--- config.mk ---
export PLATFORM = sky130hd
export DESIGN_NAME = screen_block_layout_regs
export DESIGN_NICKNAME = d
export VERILOG_FILES = /design/src/screen_layout_pkg.sv /design/src/base_pair_if.sv /design/src/base_pair.sv /design/src/screen_block_layout_regs.sv
export SDC_FILE = /design/constraint.sdc
export NUM_CORES = 1
export LEC_CHECK = 0
export BUFFER_PORTS_ARGS = -buffer_cell sky130_fd_sc_hd__buf_2
export CAP_MARGIN = 10
export CORE_ASPECT_RATIO = 0.8
export CORE_MARGIN = 2
export CORE_UTILIZATION = 26
export CTS_CLUSTER_DIAMETER = 120
export DETAILED_ROUTE_END_ITERATION = 8
export MAX_ROUTING_LAYER = met4
export SYNTH_ARGS = -nofsm -noshare
export SYNTH_HDL_FRONTEND = slang
export SYNTH_SLANG_ARGS = --single-unit
export TNS_END_PERCENT = 20
--- constraint.sdc ---
create_clock -name clk -period 10 [get_ports clk]
set_input_delay 0 -clock clk [delete_from_list [all_inputs] [get_ports clk]]
set_output_delay 0 -clock clk [all_outputs]
set_load 0.05 [all_outputs]
--- src/screen_layout_pkg.sv ---
// shared constants for the screen block layout register bank
package screen_layout_pkg;

   // register byte addresses on the host bus
   localparam logic [15:0] ADDR_FIRST_BASE_LOW   = 16'h800b;
   localparam logic [15:0] ADDR_FIRST_BASE_HIGH  = 16'h800c;
   localparam logic [15:0] ADDR_FIRST_LINES      = 16'h800d;
   localparam logic [15:0] ADDR_SECOND_BASE_LOW  = 16'h800e;
   localparam logic [15:0] ADDR_SECOND_BASE_HIGH = 16'h800f;
   localparam logic [15:0] ADDR_SECOND_LINES     = 16'h8010;
   localparam logic [15:0] ADDR_THIRD_BASE_LOW   = 16'h8011;
   localparam logic [15:0] ADDR_THIRD_BASE_HIGH  = 16'h8012;
   localparam logic [15:0] ADDR_FOURTH_BASE_LOW  = 16'h8013;
   localparam logic [15:0] ADDR_FOURTH_BASE_HIGH = 16'h8014;
   localparam logic [15:0] ADDR_CURSOR_WIDTH     = 16'h8015;
   localparam logic [15:0] ADDR_CURSOR_HEIGHT    = 16'h8016;

   // low byte address of each start address pair, block one first
   localparam logic [15:0] BASE_LOW_ADDR [4] = '{
      16'h800b, 16'h800e, 16'h8011, 16'h8013};

   // reset values and field layout
   localparam logic [7:0]  RESET_BYTE        = 8'h00;
   localparam logic [15:0] RESET_BASE        = 16'h0000;
   localparam logic [3:0]  RESET_NIBBLE      = 4'h0;
   localparam int          CURSOR_WIDTH_MSB  = 3;

   // indirect command codes (values arbitrary)
   localparam logic [7:0]  CMD_SCROLL        = 8'h01;
   localparam logic [7:0]  CMD_CURSOR_SHAPE  = 8'h02;

   // parameter bytes taken by each indirect command
   localparam logic [3:0]  SCROLL_PARAM_COUNT = 4'ha;
   localparam logic [3:0]  CURSOR_PARAM_COUNT = 4'h2;
   localparam logic [3:0]  RESET_PARAM_INDEX  = 4'h0;

   // indirect parameter sequencer states, gray along the path
   typedef enum logic [1:0] {
      PARAM_IDLE   = 2'b00,
      PARAM_SCROLL = 2'b01,
      PARAM_CURSOR = 2'b11
   } param_state_t;

endpackage

--- src/base_pair_if.sv ---
// carrier between the register bank and one start address pair
`timescale 1ns/1ps
interface base_pair_if;
   logic        wr_low;
   logic        wr_high;
   logic [7:0]  wdata;
   logic [7:0]  pending_low;
   logic [15:0] active;

   modport ctrl (output wr_low, output wr_high, output wdata,
                 input pending_low, input active);
   modport pair (input wr_low, input wr_high, input wdata,
                 output pending_low, output active);
endinterface

--- src/base_pair.sv ---
// one 16-bit start address with a pending low byte
`timescale 1ns/1ps
module base_pair
   import screen_layout_pkg::*;
(
   input  wire logic  clk,
   input  wire logic  reset,
   base_pair_if.pair  p
);

   logic [7:0]  pending_low_q;
   logic [15:0] active_q;

   // low byte parks here so the scanner never sees a half-updated address
   always_ff @(posedge clk or posedge reset) begin
      if (reset) begin
         pending_low_q <= RESET_BYTE;
      end else if (p.wr_low) begin
         pending_low_q <= p.wdata;
      end
   end

   // high byte write commits both halves in one edge
   always_ff @(posedge clk or posedge reset) begin
      if (reset) begin
         active_q <= RESET_BASE;
      end else if (p.wr_high) begin
         active_q <= {p.wdata, pending_low_q};
      end
   end

   assign p.pending_low = pending_low_q;
   assign p.active      = active_q;

endmodule // base_pair

--- src/screen_block_layout_regs.sv ---
// screen block layout register bank with direct and indirect access
`timescale 1ns/1ps
module screen_block_layout_regs
   import screen_layout_pkg::*;
(
   input  wire logic        clk,
   input  wire logic        reset,
   // direct register access
   input  wire logic [15:0] addr,
   input  wire logic        wr_en,
   input  wire logic        rd_en,
   input  wire logic [7:0]  wdata,
   output logic      [7:0]  rdata,
   output logic             rd_valid,
   // indirect command access
   input  wire logic        cmd_wr,
   input  wire logic        param_wr,
   // frame setup from elsewhere in the controller
   input  wire logic [7:0]  lines_per_frame,
   input  wire logic        dual_panel,
   // cursor height is kept outside; this bank forwards its parameter
   input  wire logic [7:0]  cursor_height_value,
   output logic             cursor_height_load,
   output logic      [7:0]  cursor_height_data,
   // values for the frame scanner
   output logic      [15:0] first_block_base,
   output logic      [15:0] second_block_base,
   output logic      [15:0] third_block_base,
   output logic      [15:0] fourth_block_base,
   output logic      [7:0]  first_block_lines,
   output logic      [7:0]  second_block_lines,
   output logic      [7:0]  third_block_lines,
   output logic      [7:0]  fourth_block_lines,
   output logic      [8:0]  first_block_blank,
   output logic      [8:0]  second_block_blank,
   output logic      [3:0]  cursor_horizontal_extent
);

   // low byte address to pair index; bit 2 flags a match
   function automatic logic [2:0] low_slot(input logic [15:0] a);
      logic [2:0] r;
      r = 3'h0;
      for (int i = 0; i < 4; i++) begin
         if (a == BASE_LOW_ADDR[i]) begin
            r = {1'b1, 2'(i)};
         end
      end
      return r;
   endfunction

   // high byte address sits one above the low byte in every pair
   function automatic logic [2:0] high_slot(input logic [15:0] a);
      logic [2:0] r;
      r = 3'h0;
      for (int i = 0; i < 4; i++) begin
         if (a == BASE_LOW_ADDR[i] + 16'h0001) begin
            r = {1'b1, 2'(i)};
         end
      end
      return r;
   endfunction

   param_state_t state_q;
   logic [3:0]   param_index_q;
   logic [7:0]   first_lines_q;
   logic [7:0]   second_lines_q;
   logic [3:0]   cursor_width_q;
   logic         height_load_q;
   logic [7:0]   height_data_q;
   logic [7:0]   rdata_q;
   logic         rd_valid_q;
   logic [7:0]   third_lines_q;
   logic [7:0]   fourth_lines_q;
   logic [8:0]   blank_one_q;
   logic [8:0]   blank_two_q;

   logic         wr_go;
   logic [15:0]  wr_addr;
   logic [2:0]   wr_low_slot;
   logic [2:0]   wr_high_slot;
   logic [2:0]   rd_low_slot;
   logic [2:0]   rd_high_slot;
   logic [8:0]   half_frame;
   logic [8:0]   lines_one;
   logic [8:0]   lines_two;

   base_pair_if pairs[4] ();

   // one pending-then-commit pair per screen block
   for (genvar g = 0; g < 4; g++) begin : g_pair
      assign pairs[g].wr_low  = wr_go && wr_low_slot[2]
                                && (wr_low_slot[1:0] == 2'(g));
      assign pairs[g].wr_high = wr_go && wr_high_slot[2]
                                && (wr_high_slot[1:0] == 2'(g));
      assign pairs[g].wdata   = wdata;
      base_pair u_pair (
         .clk   (clk),
         .reset (reset),
         .p     (pairs[g])
      );
   end

   // a direct write wins; a parameter byte maps onto the next register
   always_comb begin
      wr_go   = wr_en;
      wr_addr = addr;
      if (!wr_en && param_wr) begin
         unique case (state_q)
            PARAM_SCROLL: begin
               wr_go   = param_index_q < SCROLL_PARAM_COUNT;
               wr_addr = ADDR_FIRST_BASE_LOW + {12'h000, param_index_q};
            end
            PARAM_CURSOR: begin
               wr_go   = param_index_q < CURSOR_PARAM_COUNT;
               wr_addr = ADDR_CURSOR_WIDTH + {12'h000, param_index_q};
            end
            PARAM_IDLE: begin
               wr_go   = 1'b0;
               wr_addr = addr;
            end
            default: begin
               wr_go   = 1'b0;
               wr_addr = addr;
            end
         endcase
      end
   end

   assign wr_low_slot  = low_slot(wr_addr);
   assign wr_high_slot = high_slot(wr_addr);
   assign rd_low_slot  = low_slot(addr);
   assign rd_high_slot = high_slot(addr);

   // command byte picks the parameter target; unknown codes end the sequence
   always_ff @(posedge clk or posedge reset) begin
      if (reset) begin
         state_q <= PARAM_IDLE;
      end else if (cmd_wr) begin
         if (wdata == CMD_CURSOR_SHAPE) begin
            state_q <= PARAM_CURSOR;
         end else if (wdata == CMD_SCROLL) begin
            state_q <= PARAM_SCROLL;
         end else begin
            state_q <= PARAM_IDLE;
         end
      end
   end

   // parameter counter saturates so extra bytes are dropped
   always_ff @(posedge clk or posedge reset) begin
      if (reset) begin
         param_index_q <= RESET_PARAM_INDEX;
      end else if (cmd_wr) begin
         param_index_q <= RESET_PARAM_INDEX;
      end else if (param_wr && !wr_en && state_q != PARAM_IDLE
                   && param_index_q != 4'hf) begin
         param_index_q <= param_index_q + 4'h1;
      end
   end

   // line count registers hold lines minus one
   always_ff @(posedge clk or posedge reset) begin
      if (reset) begin
         first_lines_q  <= RESET_BYTE;
         second_lines_q <= RESET_BYTE;
      end else if (wr_go) begin
         if (wr_addr == ADDR_FIRST_LINES) begin
            first_lines_q <= wdata;
         end
         if (wr_addr == ADDR_SECOND_LINES) begin
            second_lines_q <= wdata;
         end
      end
   end

   // only the low nibble of the width is stored; the rest reads zero
   always_ff @(posedge clk or posedge reset) begin
      if (reset) begin
         cursor_width_q <= RESET_NIBBLE;
      end else if (wr_go && wr_addr == ADDR_CURSOR_WIDTH) begin
         cursor_width_q <= wdata[CURSOR_WIDTH_MSB:0];
      end
   end

   // height byte goes on to the cursor height register as a pulse
   always_ff @(posedge clk or posedge reset) begin
      if (reset) begin
         height_load_q <= 1'b0;
         height_data_q <= RESET_BYTE;
      end else begin
         height_load_q <= wr_go && wr_addr == ADDR_CURSOR_HEIGHT;
         if (wr_go && wr_addr == ADDR_CURSOR_HEIGHT) begin
            height_data_q <= wdata;
         end
      end
   end

   // half the frame height, rounded down, in lines
   assign half_frame = ({1'b0, lines_per_frame} + 9'h001) >> 1;
   assign lines_one  = {1'b0, first_lines_q} + 9'h001;
   assign lines_two  = {1'b0, second_lines_q} + 9'h001;

   // derived block heights, registered to keep the compare off the scan path
   always_ff @(posedge clk or posedge reset) begin
      if (reset) begin
         third_lines_q  <= RESET_BYTE;
         fourth_lines_q <= RESET_BYTE;
      end else begin
         third_lines_q <= (first_lines_q < second_lines_q)
                          ? first_lines_q : second_lines_q;
         if (dual_panel) begin
            fourth_lines_q <= 8'(half_frame - 9'h001);
         end else begin
            fourth_lines_q <= lines_per_frame;
         end
      end
   end

   // lines short of half a frame are blanked only with a dual panel
   always_ff @(posedge clk or posedge reset) begin
      if (reset) begin
         blank_one_q <= 9'h000;
         blank_two_q <= 9'h000;
      end else begin
         blank_one_q <= (dual_panel && half_frame > lines_one)
                        ? half_frame - lines_one : 9'h000;
         blank_two_q <= (dual_panel && half_frame > lines_two)
                        ? half_frame - lines_two : 9'h000;
      end
   end

   // read data one cycle after the strobe; unmapped addresses read zero
   always_ff @(posedge clk or posedge reset) begin
      if (reset) begin
         rdata_q    <= RESET_BYTE;
         rd_valid_q <= 1'b0;
      end else begin
         rd_valid_q <= rd_en;
         if (rd_en) begin
            if (rd_low_slot[2]) begin
               rdata_q <= pairs_low(rd_low_slot[1:0]);
            end else if (rd_high_slot[2]) begin
               rdata_q <= pairs_high(rd_high_slot[1:0]);
            end else if (addr == ADDR_FIRST_LINES) begin
               rdata_q <= first_lines_q;
            end else if (addr == ADDR_SECOND_LINES) begin
               rdata_q <= second_lines_q;
            end else if (addr == ADDR_CURSOR_WIDTH) begin
               rdata_q <= {4'h0, cursor_width_q};
            end else if (addr == ADDR_CURSOR_HEIGHT) begin
               rdata_q <= cursor_height_value;
            end else begin
               rdata_q <= RESET_BYTE;
            end
         end
      end
   end

   // interface arrays need constant indices, so flatten them once
   logic [7:0]  low_bytes  [4];
   logic [7:0]  high_bytes [4];
   logic [15:0] bases      [4];
   for (genvar g = 0; g < 4; g++) begin : g_flat
      assign low_bytes[g]  = pairs[g].pending_low;
      assign high_bytes[g] = pairs[g].active[15:8];
      assign bases[g]      = pairs[g].active;
   end

   function automatic logic [7:0] pairs_low(input logic [1:0] i);
      return low_bytes[i];
   endfunction

   function automatic logic [7:0] pairs_high(input logic [1:0] i);
      return high_bytes[i];
   endfunction

   // outputs
   assign rdata                    = rdata_q;
   assign rd_valid                 = rd_valid_q;
   assign cursor_height_load       = height_load_q;
   assign cursor_height_data       = height_data_q;
   assign first_block_base         = bases[0];
   assign second_block_base        = bases[1];
   assign third_block_base         = bases[2];
   assign fourth_block_base        = bases[3];
   assign first_block_lines        = first_lines_q;
   assign second_block_lines       = second_lines_q;
   assign third_block_lines        = third_lines_q;
   assign fourth_block_lines       = fourth_lines_q;
   assign first_block_blank        = blank_one_q;
   assign second_block_blank       = blank_two_q;
   assign cursor_horizontal_extent = cursor_width_q;

endmodule // screen_block_layout_regs

==> results by stage, run 1 <==
Setup path:
- The type of the worst setup path is in2reg.
- The cell with the biggest individual delay on the critical path is xor2_1.
- Of all nets on the critical path, the largest fanout is 7.
- At the worst endpoint, the required time is 10.29 ns.
- In this design, the largest share of critical-path delay is due to compound AO/OA/AOI/OAI gates.
- The longest individual stage delay on the worst path is approximately 0.65 ns.
- The signal on the critical path passes through dlygate4sd3_1 > buf_2 > ha_1 > xor2_1 > ha_1 > nor2b_1 > o21a_1 > o21a_1 > o221a_2 > a21oi_1 > nor4_1.
- The endpoint arrival time on the critical path is 3.38 ns.
- The worst setup path is launched from an input pin.
- The type of element capturing the critical path is a flip-flop.
- The buffering stage count on the worst path with inverters included is 2.

Hold path:
- The tightest min-delay check is of the in2reg type.

Synth:
- The count of cell types in the netlist is 88.
- The cell area that synthesis handed to floorplanning was 9498 µm².
- The synthesized design contains between 150 and 200 register bits.
- For this run, the register share of the synthesized area comes to 0.4584.
- The number of nets produced by synthesis is 886.
- The dominant synthesized flop cell is dfrtp_1.
- The fraction of registers with async set/reset is 1.000.
- The warning count from the yosys run is 0.
- The number of enable-type register cells in the synthesized netlist is 0.
- A synthesized cell averages 11.75 µm².
- The gate count after technology mapping is between 800 and 900.

Placed design:
- After legalization and detailed placement, the total HPWL measured ~22 mm.
- Routability-driven placement finished with a final weighted congestion of slightly below 0.9.
- The total of buffers placed on input and output ports is 182.
- The placed cell count is 1433.
- OpenSTA, run right after detailed placement, puts the worst setup slack at 6.948 ns.

Run status:
- The flow ran to the end, and the final reports show no timing, DRC or antenna violations.

Run:
- Max-cap violations in this run came to 0.

Clock tree:
- The clock-pin slew of the registers on the worst-case setup and hold paths is 0.07 ns.
- The largest buffer count on any clock path is 2.
- The clock latency on the worst-skew pair is 0.45 ns.
- The CTS H-tree depth is 4.
- The total number of clock tree sinks is 174.
- TritonCTS built the clock tree.
- The post-CTS resize count is 0.
- The tree is rooted in a clkbuf_16.
- The clock buffer count from CTS is 17.

Route:
- The number of iterations in the first detailed-routing pass is 5.
- The average wire length per cell after detail routing is between 20 and 25 µm.
- The count of nets left with antenna violations once routing finished came out at 0.
- After detailed routing, the number of remaining DRC violations is 0.
- The sum of routed wire length over all layers is about 30 mm.
- The vias after detailed routing is 7348.
- Dividing the detail-routed via count by the number of cells gives slightly below 5.
- For this block, the initial DRC count from the detailed router was 527.

Power:
- The net switching power is 0.0004456 W.
- The internal power of the cells totals 0.001093 W.
- Total power for the finished layout comes to 0.001539 W.
- The switching fraction of total power is 0.2896.
- The worst ir drop on vdd is 99.75 µV.
- The share of total power dissipated in combinational logic is 0.115.
- The leakage component of the power is approximately 5.6 nW.
- The power per cell area is 133.7 nW/µm².
- Of the total power, registers draw 0.465.
- The fraction of power consumed by the clock network is 0.420.

Floorplan:
- From bottom edge to top edge, the die measures roughly 170 µm.
- The core region is 35920 µm².
- The number of standard-cell rows in the floorplan is between 60 and 70.
- The die is 217.7 µm wide.
- The number of placed I/O pins is 183.
- The die covers 38080 µm².
- The initial utilization of the core area, before any placement, comes to 0.2644.

Timing:
- Hold is met by 0.02617 ns.
- The fmax is between 300 and 400 MHz.
- The worst clock skew is ~0.013 ns.
- The share of the cycle needed by the critical path after routing is 0.3093.
- At the pin with the least slew margin, the transition time is around 1.0 ns.
- The worst path needs ~3.1 ns of the cycle, external delays included.
- The worst setup margin is ~6.9 ns.
- The count of pins over their slew limit is 0.
- Setup violations remaining at the end of the flow were counted as 0.
- Adding up every negative setup slack in the final design gives 0 ns.
- The number of hold violations in the final report is 0.
- Setup repair after global routing left no endpoint under its margin.
- Measured against its own limit, the worst slew margin works out to 0.3147.

Cells and area:
- The number of fillers in the final layout is 3659.
- After the last flow step, the layout net total stands at 1067.
- The count of placed standard cells in the final layout, fillers left out is 1482.
- Of the cells placed in the final design, the portion with a size suffix greater than 1 is 0.3613.
- The growth of design area from synthesis to finish is 21.18%.
- 0 antenna diodes ended up in the layout.

Global routing:
- The remaining global-route overflow is 0.
- The first global-routing pass estimated 45.28 mm of wire.
- The maximum number of pins on one net before global-route repair is between 90 and 100.
- The number of global-route vias before repair is about 7400.
- The initial antenna violation count was 1.
- The aggregate global-route resource usage is 0.1635.
## sequential cells by signal (all words and copies together) (netlist names)
name / cells
cursor_height_data: 8
cursor_height_load: 1
cursor_horizontal_extent: 4
first_block_blank: 9
first_block_lines: 8
fourth_block_lines: 8
g_pair.u_pair.p.active: 64
g_pair.u_pair.p.pending_low: 32
param_index_q: 4
rd_valid: 1
rdata: 8
second_block_blank: 9
second_block_lines: 8
state_q: 2
third_block_lines: 8
## per-stage QoR
step	cell area (µm²)	utilization
final	11510	0.3205
after global placement	10780	0.3000
after detailed placement	10780	0.3000
after floorplan	9498	-
after global routing	11510	0.3205
after CTS	11510	0.3205
## kinds of logic (layout without fill, tap and decap cells)
kind of cell	count (synthesis)	count (layout)	share of synthesized area
adder cells (fa/ha/maj)	31	31	0.04242
AND/OR/NAND/NOR	203	203	0.1286
XOR/XNOR	37	37	0.03412
buffers and inverters	80	274	0.04281
flip-flops	174	174	0.4584
multiplexers	155	155	0.1856
AO/OA/AOI/OAI	128	128	0.1080
## area by class of cell
class / count / area (µm²) / share of cell area
tap: 480 / 600.6 / 0.05218
multi-input combinational: 554 / 4737 / 0.4116
inverter: 41 / 158.9 / 0.01381
timing repair buffer: 201 / 1096 / 0.09523
sequential: 174 / 4354 / 0.3783
clock inverter: 14 / 133.9 / 0.01163
clock buffer: 18 / 429.2 / 0.03729
## final timing paths
kind	slack, ns	cells past startpoint	to	start
worst max-delay path	6.91	11	first_block_blank[3]	lines_per_frame[0]
worst min-delay path	0.03	4	rdata[4]	cursor_height_value[4]
worst max register to register	6.92	6	g_pair[1].u_pair.p.active[13]	param_index_q[0]
worst min register to register	0.49	1	g_pair[2].u_pair.p.active[4]	g_pair[2].u_pair.p.active[4]
max in group asynchronous	8.08	4	g_pair[1].u_pair.p.active[4]	reset
min in group asynchronous	0.28	3	cursor_height_data[0]	reset
## worst reg2reg max path: cells and delay by family (launching register included)
kind,cells,cell delay (ns)
and+or+nand+nor,1,0.84
DFF,1,0.53
AOI/OAI and AO/OA,1,0.48
muxes,1,0.44
adders and majority gates,1,0.34
xor gates and xnor gates,1,0.19
buffers and inverters,1,0.15
## timing repair
item	CTS	global route
hold buffers	17	0
setup buffers	0	0
endpoints found under the hold margin	109	0
## layout by cell type, fill, tap and decap left out, types with 5 or more instances in the layout
cell type,n
buf_2,182
dfrtp_1,174
mux2_2,100
nand2_1,41
inv_1,40
ha_1,29
nor2_1,28
nor3_1,28
xnor2_1,27
nand3_1,27
mux2_1,26
a21oi_1,23
mux2i_1,18
clkbuf_16,17
dlygate4sd3_1,17
o21ai_0,14
xor2_1,10
mux2_4,10
nor2b_1,9
o32ai_1,9
nand4_1,9
and3_1,8
nor4_1,8
o21a_1,7
a31oi_1,6
o221ai_1,6
a32o_1,6
a22oi_1,6
o211ai_1,5
a21o_1,5
inv_6,5
## routing by layer
metal / vias to the layer above / track usage / part of all wire
met5: - / - / 0
li1: 3351 / - / -
met2: 232 / 0.2456 / 0.45
met3: 53 / 0.03359 / 0.048
met1: 3712 / 0.2159 / 0.47
met4: 0 / 0.06307 / 0.033
## cell usage after synthesis (all sizes together), types with 16 or more instances
library cell / instances / share of area
ha: 29 / 0.038
clkbuf: 16 / 0.0065
mux2: 136 / 0.17
xnor2: 27 / 0.025
nand2: 42 / 0.017
nor3: 28 / 0.015
nand3: 31 / 0.019
inv: 41 / 0.016
buf: 23 / 0.020
nor2: 32 / 0.015
dfrtp: 174 / 0.46
a21oi: 24 / 0.013
mux2i: 19 / 0.020
## power groups by stage
| stage | combinational [W] | clock, W | sequential (W) |
|---|---|---|---|
| after floorplan | 0.0000812 | 0 | 0.000766 |
| after global placement | 0.000168 | 0 | 0.000730 |
| after detailed placement | 0.000170 | 0 | 0.000730 |
| after global routing | 0.000191 | 0.000696 | 0.000717 |
| after CTS | 0.000177 | 0.000667 | 0.000716 |
| final | 0.000176 | 0.000646 | 0.000716 |
Power figures use the tool's default switching activity.
==> run 2: changes to the inputs <==
==> constraint.sdc (replaced) <==
create_clock -name clk -period 2.7 [get_ports clk]
set_input_delay 0 -clock clk [delete_from_list [all_inputs] [get_ports clk]]
set_output_delay 0 -clock clk [all_outputs]
set_load 0.05 [all_outputs]
==> results by stage, run 2 (synthesized netlist as in run 1, its figures left out) <==
Placed design:
- The total of buffers placed on input and output ports is 182.
- The area of placed instances is 11310 µm².
- Detailed placement ended at an HPWL of 23.19 mm.
- Routability-driven placement finished with a final weighted congestion of 0.8666.
- The setup slack at placement is 0.01823 ns.

Timing:
- The relative max-transition margin is 0.4039.
- The number of hold violations in the final report is 0.
- Setup violations remaining at the end of the flow were counted as 0.
- The clock period could shrink to 2.564 ns.
- Static timing analysis puts the maximum clock frequency at 390.0 MHz.
- The count of pins over their slew limit was 0.
- For the pin with the worst max-slew slack, the measured transition is 0.8922 ns.
- Setup repair after global routing could not meet its margin everywhere.
- The share of the cycle needed by the critical path after routing is 0.9497.
- The worst setup margin is 0.1359 ns.
- Summed over all failing endpoints, the final setup total negative slack is 0 ns.
- For the final database, setup skew stands at between 0.015 and 0.02 ns.

Setup path:
- The launch point of the worst path is param_index_q[0].
- STA classifies the critical path endpoint as a flip-flop.
- The kind of launch point of the worst setup path is a flip-flop.
- The source of the worst register-to-register timing path is param_index_q[0].
- The number of buffers and inverters on the critical path is 2.
- The endpoint arrival time on the critical path is 2.90 ns.
- The cell with the biggest individual delay on the critical path is dfrtp_2.
- The largest driver fanout on the critical path is 16.
- The top cell family by delay on the critical path is compound AO/OA/AOI/OAI gates.
- The worst setup path is of the reg2reg kind.
- The data required time of the worst path is 3.03 ns.
- The critical path goes through inv_1 > ha_1 > nor2b_1 > o31a_1 > o32a_1 > a21oi_2 > and3_1 > buf_12 > mux2_2.
- The longest individual stage delay on the worst path is 0.48 ns.

Clock tree:
- TritonCTS built the clock tree.
- After clock tree synthesis, the clock-pin slew on the worst setup and hold paths is 0.07 ns.
- No sink is reached through more buffers than the 2 on the longest clock path.
- The clock drives 174 sinks.
- The post-CTS setup buffer count is 0.
- The H-tree generated during clock tree synthesis spans 4 levels.
- In this run the clock root is driven by a clkbuf_16.
- For the worst-skew pair, the clock arrives at the later sink with an insertion delay of around 0.45 ns.
- The clock buffer count from CTS is 17.

Route:
- The average wire length per cell after detail routing is approximately 20 µm.
- The ratio of routed vias to standard cells is around 4.8.
- After the first detailed-routing iteration, the DRC count stood at 474.
- The vias after detailed routing is 7445.
- The final layout contains routed wiring with a total length of 30.73 mm.
- The count of nets left with antenna violations once routing finished came out at 0.
- The DRC violation count after routing is 0.
- The first detailed-routing pass ran for 4 iterations.

Global routing:
- The initial antenna violation count is 0.
- In the global route stage, overall resource usage came out at 0.1689.
- The number of global-route vias before repair is 7584.
- The global-route wire length before repair is 46.56 mm.
- The total overflow left after global routing is 0.
- Entering global routing, the biggest net connects 48 pins.

Power:
- The leakage component of the power is roughly 6.0 nW.
- In this run the power density over the cells is 483.1 nW/µm².
- The worst ir drop on vdd is 358.9 µV.

Hold path:
- The min-delay analysis places its worst path in the category in2reg.
- In this run the most critical hold path is launched from cursor_height_value[4].

Cells and area:
- The final standard cell area without fillers is 12160 µm².
- The top cell types in the final layout, fill and taps aside, are buf_2 (182), dfrtp_1 (170), mux2_2 (100), buf_4 (47), nand2_1 (41).
- The number of fillers in the final layout is approximately 3600.
- The growth of design area from synthesis to finish is 28.02%.
- Of the cells placed in the final design, the portion with a size suffix greater than 1 is 0.4106.
- The most frequent standard cell in the layout excluding fill and tap cells is buf_2.
- The net count reported at finish is 1122.
- The register with the most flip-flops in the layout has 64 of them.
- The number of diodes is 0.

Floorplan:
- The area inside the core boundary is 35920 µm².
- The initialized floorplan defines 62 standard-cell rows.
- The overall die width is 217.7 µm.
- The floorplan die area is 38080 µm².
- In this run the vertical extent of the chip is about 170 µm.
- The number of placed I/O pins is 183.
- The starting density of the core is 0.2644.

Run status:
- The run finished with clean final reports.

Run:
- The tool flagged a number of max-cap violations equal to 0.
==> run 2: changes by cell type in the layout (fill, tap and decap cells not counted), sizes merged <==
| cell | previous run | this run |
|---|---|---|
| buf | 184 | 239 |
| bufinv | 0 | 1 |
| clkbuf | 18 | 17 |
| clkinv | 4 | 5 |
| clkinvlp | 4 | 3 |
==> run 2: through the flow <==
stage | power, W | std cells | hold WS [ns] | utilization
after detailed placement | 0.003368 | 1488 | 0.1942 | 0.3150
after floorplan | 0.003138 | 808 | 0.03143 | -
after global routing | 0.006097 | 1537 | 0.03384 | 0.3385
after global placement | 0.003363 | 1488 | 0.2013 | 0.3150
after CTS | 0.005932 | 1537 | 0.008001 | 0.3364
final | 0.005874 | 1537 | 0.02005 | 0.3385
==> run 2: layout make-up <==
class	instances	area, µm²	area share
Clock inverter	15	172.7	0.01420
Inverter	41	157.7	0.01297
Sequential cell	174	4359	0.3585
Multi-Input combinational cell	554	4810	0.3956
Timing Repair Buffer	256	1634	0.1344
Clock buffer	17	425.4	0.03499
Tap cell	480	600.6	0.04939
==> run 2: what timing repair did <==
action	in CTS	in global routing
hold buffers	17	0
resized for setup	0	16
hold endpoints to repair	39	0
setup endpoints to repair	0	93
==> run 2: worst register-to-register path, cell delays in order, from the launching register on <==
cell     delay, ns
dfrtp_2       0.48
inv_1         0.14
ha_1          0.18
nor2b_1       0.06
o31a_1        0.24
o32a_1        0.33
a21oi_2       0.23
and3_1        0.25
buf_12        0.18
mux2_2        0.37
==> run 2: path summary, 6_finish.rpt <==
kind	end	slack (ns)	depth (start not counted)
min	rdata[4]	0.02	4
min reg2reg	g_pair[2].u_pair.p.active[6]	0.49	1
max in group asynchronous	first_block_lines[0]	1.64	4
max reg2reg	g_pair[1].u_pair.p.active[9]	0.14	9
max	g_pair[1].u_pair.p.active[9]	0.14	9
min in group asynchronous	g_pair[3].u_pair.p.pending_low[7]	0.28	3
==> run 2: where the power goes <==
group,switching [W],internal (W)
Sequential,0.0000126,0.00264
Combinational,0.000469,0.000223
Clock,0.00121,0.00132
==> run 2: per-layer routing <==
metal  wire length [µm]  global-route usage
met3               1675             0.04143
met2              13950              0.2515
met1              14250              0.2221
met4                862             0.06193
met5                  0                   -
==> run 3: changes to the inputs <==
--- a/config.mk
+++ b/config.mk
@@ -15,5 +15,6 @@
 export MAX_ROUTING_LAYER = met4
 export SYNTH_ARGS = -nofsm -noshare
 export SYNTH_HDL_FRONTEND = slang
+export SYNTH_HIERARCHICAL = 1
 export SYNTH_SLANG_ARGS = --single-unit
 export TNS_END_PERCENT = 20
==> constraint.sdc (replaced) <==
create_clock -name clk -period 2.8 [get_ports clk]
set_input_delay 0 -clock clk [delete_from_list [all_inputs] [get_ports clk]]
set_output_delay 0 -clock clk [all_outputs]
set_load 0.05 [all_outputs]
==> results by stage, run 3 <==
Clock tree:
- The CTS H-tree depth is 4.
- The clock latency on the worst-skew pair is 0.44 ns.
- For this design, the sink count on the clock tree is about 170.
- The CTS tree is built.
- The longest clock path from root to sink contains 2 buffers.
- The clock buffer count from CTS is 17.
- Clock-pin slew was measured on the worst setup and hold paths at 0.07 ns.
- The root buffer cell chosen for the clock tree is clkbuf_16.

Global routing:
- The first global-routing pass estimated approximately 47 mm of wire.
- In the global route stage, met3 resource usage came out at 0.05160.
- The initial antenna violation count came to 5.
- The maximum number of pins on one net before global-route repair is between 70 and 80.
- In the global route stage, met1 resource usage came out at 0.2329.
- For this run, the total global-route usage over all layers was measured as 0.1697.
- For met2 alone, demand over resource in global routing was 0.2315.
- The layer carrying the most global-route usage is met1.
- The number of global-route vias before repair is roughly 7400.
- The remaining global-route overflow is 0.

Timing:
- The share of the cycle needed by the critical path after routing is 0.9541.
- The number of hold violations in the final report is 0.
- The fmax is 374.3 MHz.
- The number of endpoints failing setup at the final stage is 0.
- Counting I/O delays and the setup requirement, the final critical path takes between 2 and 3 ns.
- The count of pins over their slew limit was 0.
- The worst pin sits at a relative slew slack of 0.3496.
- The slew of the pin with the lowest slew margin is 0.9745 ns.
- For the final routed database, the setup TNS stands at 0 ns.
- For the final database, setup skew stands at roughly 0.014 ns.

Setup path:
- The cell with the biggest individual delay on the critical path is dlygate4sd3_1.
- Data on the critical path is required at its endpoint by 3.13 ns.
- Along the worst path, the maximum fanout reaches 7.
- The internal reg-to-reg setup slack is 0.16 ns.
- The launch point of the worst path is lines_per_frame[0].
- The worst register-to-register path has a depth of 7.
- The type of element capturing the critical path is a flip-flop.
- The type of the worst setup path is in2reg.
- The source of the worst register-to-register timing path is param_index_q[0].
- STA classifies the critical path startpoint as an input pin.
- The buffering stage count on the worst path with inverters included is 3.
- At the worst endpoint, the arrival time is 3.01 ns.
- The largest single stage delay on the critical path is 0.54 ns.
- The top cell family by delay on the critical path is simple AND/OR/NAND/NOR gates.
- In this run the critical register-to-register path is captured at cursor_height_data[0].
- The cell type with the highest occurrence count on the critical path is ha_1.
- The critical path goes through dlygate4sd3_1 > buf_2 > ha_1 > nand3_1 > nor2_1 > and3_1 > ha_1 > nand4_1 > o21ai_0 > a31oi_1 > nor2b_1 > o41ai_2 > buf_4 > nor3b_1.

Route:
- The sum of routed wire length over all layers is ~31 mm.
- After detailed routing, the number of remaining DRC violations is 0.
- The number of DRC violations after detailed-routing iteration 0 is around 530.
- After detailed routing, the average wire length per cell comes to roughly 21 µm.
- The number of nets with antenna violations after routing is 0.
- The vias after detailed routing is 7445.
- The number of iterations in the first detailed-routing pass is 5.
- The ratio of routed vias to standard cells is 4.895.

Power:
- The power share of the sequential group is 0.453.
- IR analysis of the VDD net gives a maximum drop of 274.4 µV.
- In this run the power spent charging and discharging nets is between 0.0015 and 0.002 W.
- The cell-internal power is roughly 0.0040 W.
- The share of total power dissipated in combinational logic is 0.126.
- The fraction of power consumed by the clock network is 0.421.
- The switching fraction of total power is 0.2988.
- In this run the power density over the cells is roughly 480 nW/µm².
- The leakage component of the power is about 5.8 nW.

Cells and area:
- Relative to the synthesized area, the layout overhead comes to 24.74%.
- After routing the design area is 11920 µm².
- The sequential cells in the finished layout cover a total of approximately 4400 µm².
- The top cell types in the final layout, fill and taps aside, are buf_2 (182), dfrtp_1 (173), mux2_2 (87), mux2_4 (48).
- The net count reported at finish is 1100.
- The count of cells in the finished layout, fillers not included, comes to around 1500.
- The area occupied by multi-input gates is 4811 µm².
- Fill cells in the final layout number 3638.
- The register with the most flip-flops in the layout has 64 of them.
- Of the cells placed in the final design, the portion with a size suffix greater than 1 is 0.3855.
- The most frequent standard cell in the layout excluding fill and tap cells is buf_2.

Synth:
- The netlist uses 74 different library cells.
- Sorting the synthesized cells by how often they occur yields dfrtp_1 (174), mux2_2 (87), mux2_4 (48).
- The synthesized flop and latch total is 174.
- In the post-synthesis netlist, the cell with the most instances is dfrtp_1.
- The number of enable-type register cells in the synthesized netlist is 0.
- The mean post-synth cell area is 11.85 µm².
- The register area share after synthesis is 0.4559.
- After synthesis, the cell types taking the most area are dfrtp_1 (46%), mux2_2 (10%), mux2_4 (7.5%).
- dfrtp_1 takes more of the synthesized area than any other cell.
- After synthesis, the share of flip-flops with an asynchronous set or reset is 1.000.
- The share of synthesized area in the top cell type comes to 0.4559.
- The gate count after technology mapping is 806.
- The dominant synthesized flop cell is dfrtp_1.
- The Yosys step of the flow raised 6 warnings.
- The cell area that synthesis handed to floorplanning was ~9600 µm².
- The number of nets in the synthesized netlist is 884.

Floorplan:
- Measured along the y axis, the die boundary spans approximately 180 µm.
- The number of placed I/O pins is 183.
- The floorplan die area is 38300 µm².
- The overall die width is roughly 220 µm.
- The initial utilization of the core area, before any placement, comes to 0.2648.
- The area inside the core boundary is 36070 µm².
- Row generation in the floorplan step produced 62 rows.

Placed design:
- The final weighted congestion of routability-driven global placement is slightly below 0.9.
- The detailed-placement wirelength estimate is 23.89 mm.
- The area of placed instances is 11070 µm².
- Once placement completed, the tool counted placed cells totaling 1464.
- The total of buffers placed on input and output ports is roughly 180.

Hold path:
- The worst hold path was traced through 3 stages.
- The min-delay analysis places its worst path in the category in2reg.
- The path with the worst hold slack has its endpoint at rdata[7].
- The startpoint identified for the worst hold timing path is cursor_height_value[7].

Run status:
- The flow ran to the end, and the final reports show no timing, DRC or antenna violations.

Run:
- Across the run, the number of max-cap violations was 0.
-- run 3: kinds of logic after synthesis --
| group | share of synthesized area |
|---|---|
| and+or+nand+nor | 0.1035 |
| adders and majority gates | 0.04218 |
| muxes | 0.2000 |
| xor gates and xnor gates | 0.03393 |
| AOI/OAI and AO/OA | 0.1201 |
| DFF | 0.4559 |
| buffers and inverters | 0.04441 |
-- run 3: what timing repair did --
action	in CTS	in global routing
hold endpoints to repair	190	0
hold buffers	19	0
resized for setup	0	6
endpoints found under the setup margin	0	11
setup buffers	0	0
-- run 3: layout make-up --
cell class                 count  area share
clock inverter                14     0.01491
clock buffer                  18     0.03602
multi-input combinational    557      0.4038
inverter                      39     0.01239
antenna                        6    0.001260
sequential                   174      0.3655
timing repair buffer         233      0.1157
tap                          480     0.05040
-- run 3: worst max-delay path by stage --
| stage | depth (start not counted) | endpoint | slack [ns] |
|---|---|---|---|
| after detailed placement | 12 | first_block_blank[5] | 0.18 |
| after global routing | 12 | second_block_blank[5] | -0.009 |
| after global placement | 7 | cursor_height_data[7] | 0.27 |
| final | 14 | first_block_blank[5] | 0.13 |
| after floorplan | 12 | second_block_blank[5] | 0.08 |
| after CTS | 14 | first_block_blank[5] | 0.14 |
-- run 3: power groups by stage --
stage | clock [W] | combinational (W) | sequential, W
floorplan | 0 | 0.000300 | 0.00277
global placement | 0 | 0.000686 | 0.00262
detailed placement | 0 | 0.000690 | 0.00262
CTS | 0.00244 | 0.000715 | 0.00257
global route | 0.00254 | 0.000773 | 0.00257
finish | 0.00239 | 0.000718 | 0.00257
-- run 3: routing by layer --
metal / wire length (µm) / up-vias
li1: - / 3438
met1: 14640 / 3737
met2: 13440 / 225
met3: 2306 / 45
met4: 966 / 0
met5: 0 / -
-- run 3: per-stage QoR --
step                      hold slack [ns]  total power (W)  setup WS [ns]    util
final                             0.01982         0.005676         0.1286  0.3303
after global routing              0.04104         0.005886      -0.008908  0.3302
after CTS                         0.03013         0.005721         0.1421  0.3290
after detailed placement        -0.004392         0.003310         0.1772  0.3069
after global placement          -0.009846         0.003306         0.2681  0.3069
after floorplan                   0.01462         0.003066        0.08187       -
-- run 3: worst min-delay path, cell delays in order --
cell and delay (ns):
buf_2 0.11, a211oi_1 0.09, a211oi_1 0.20
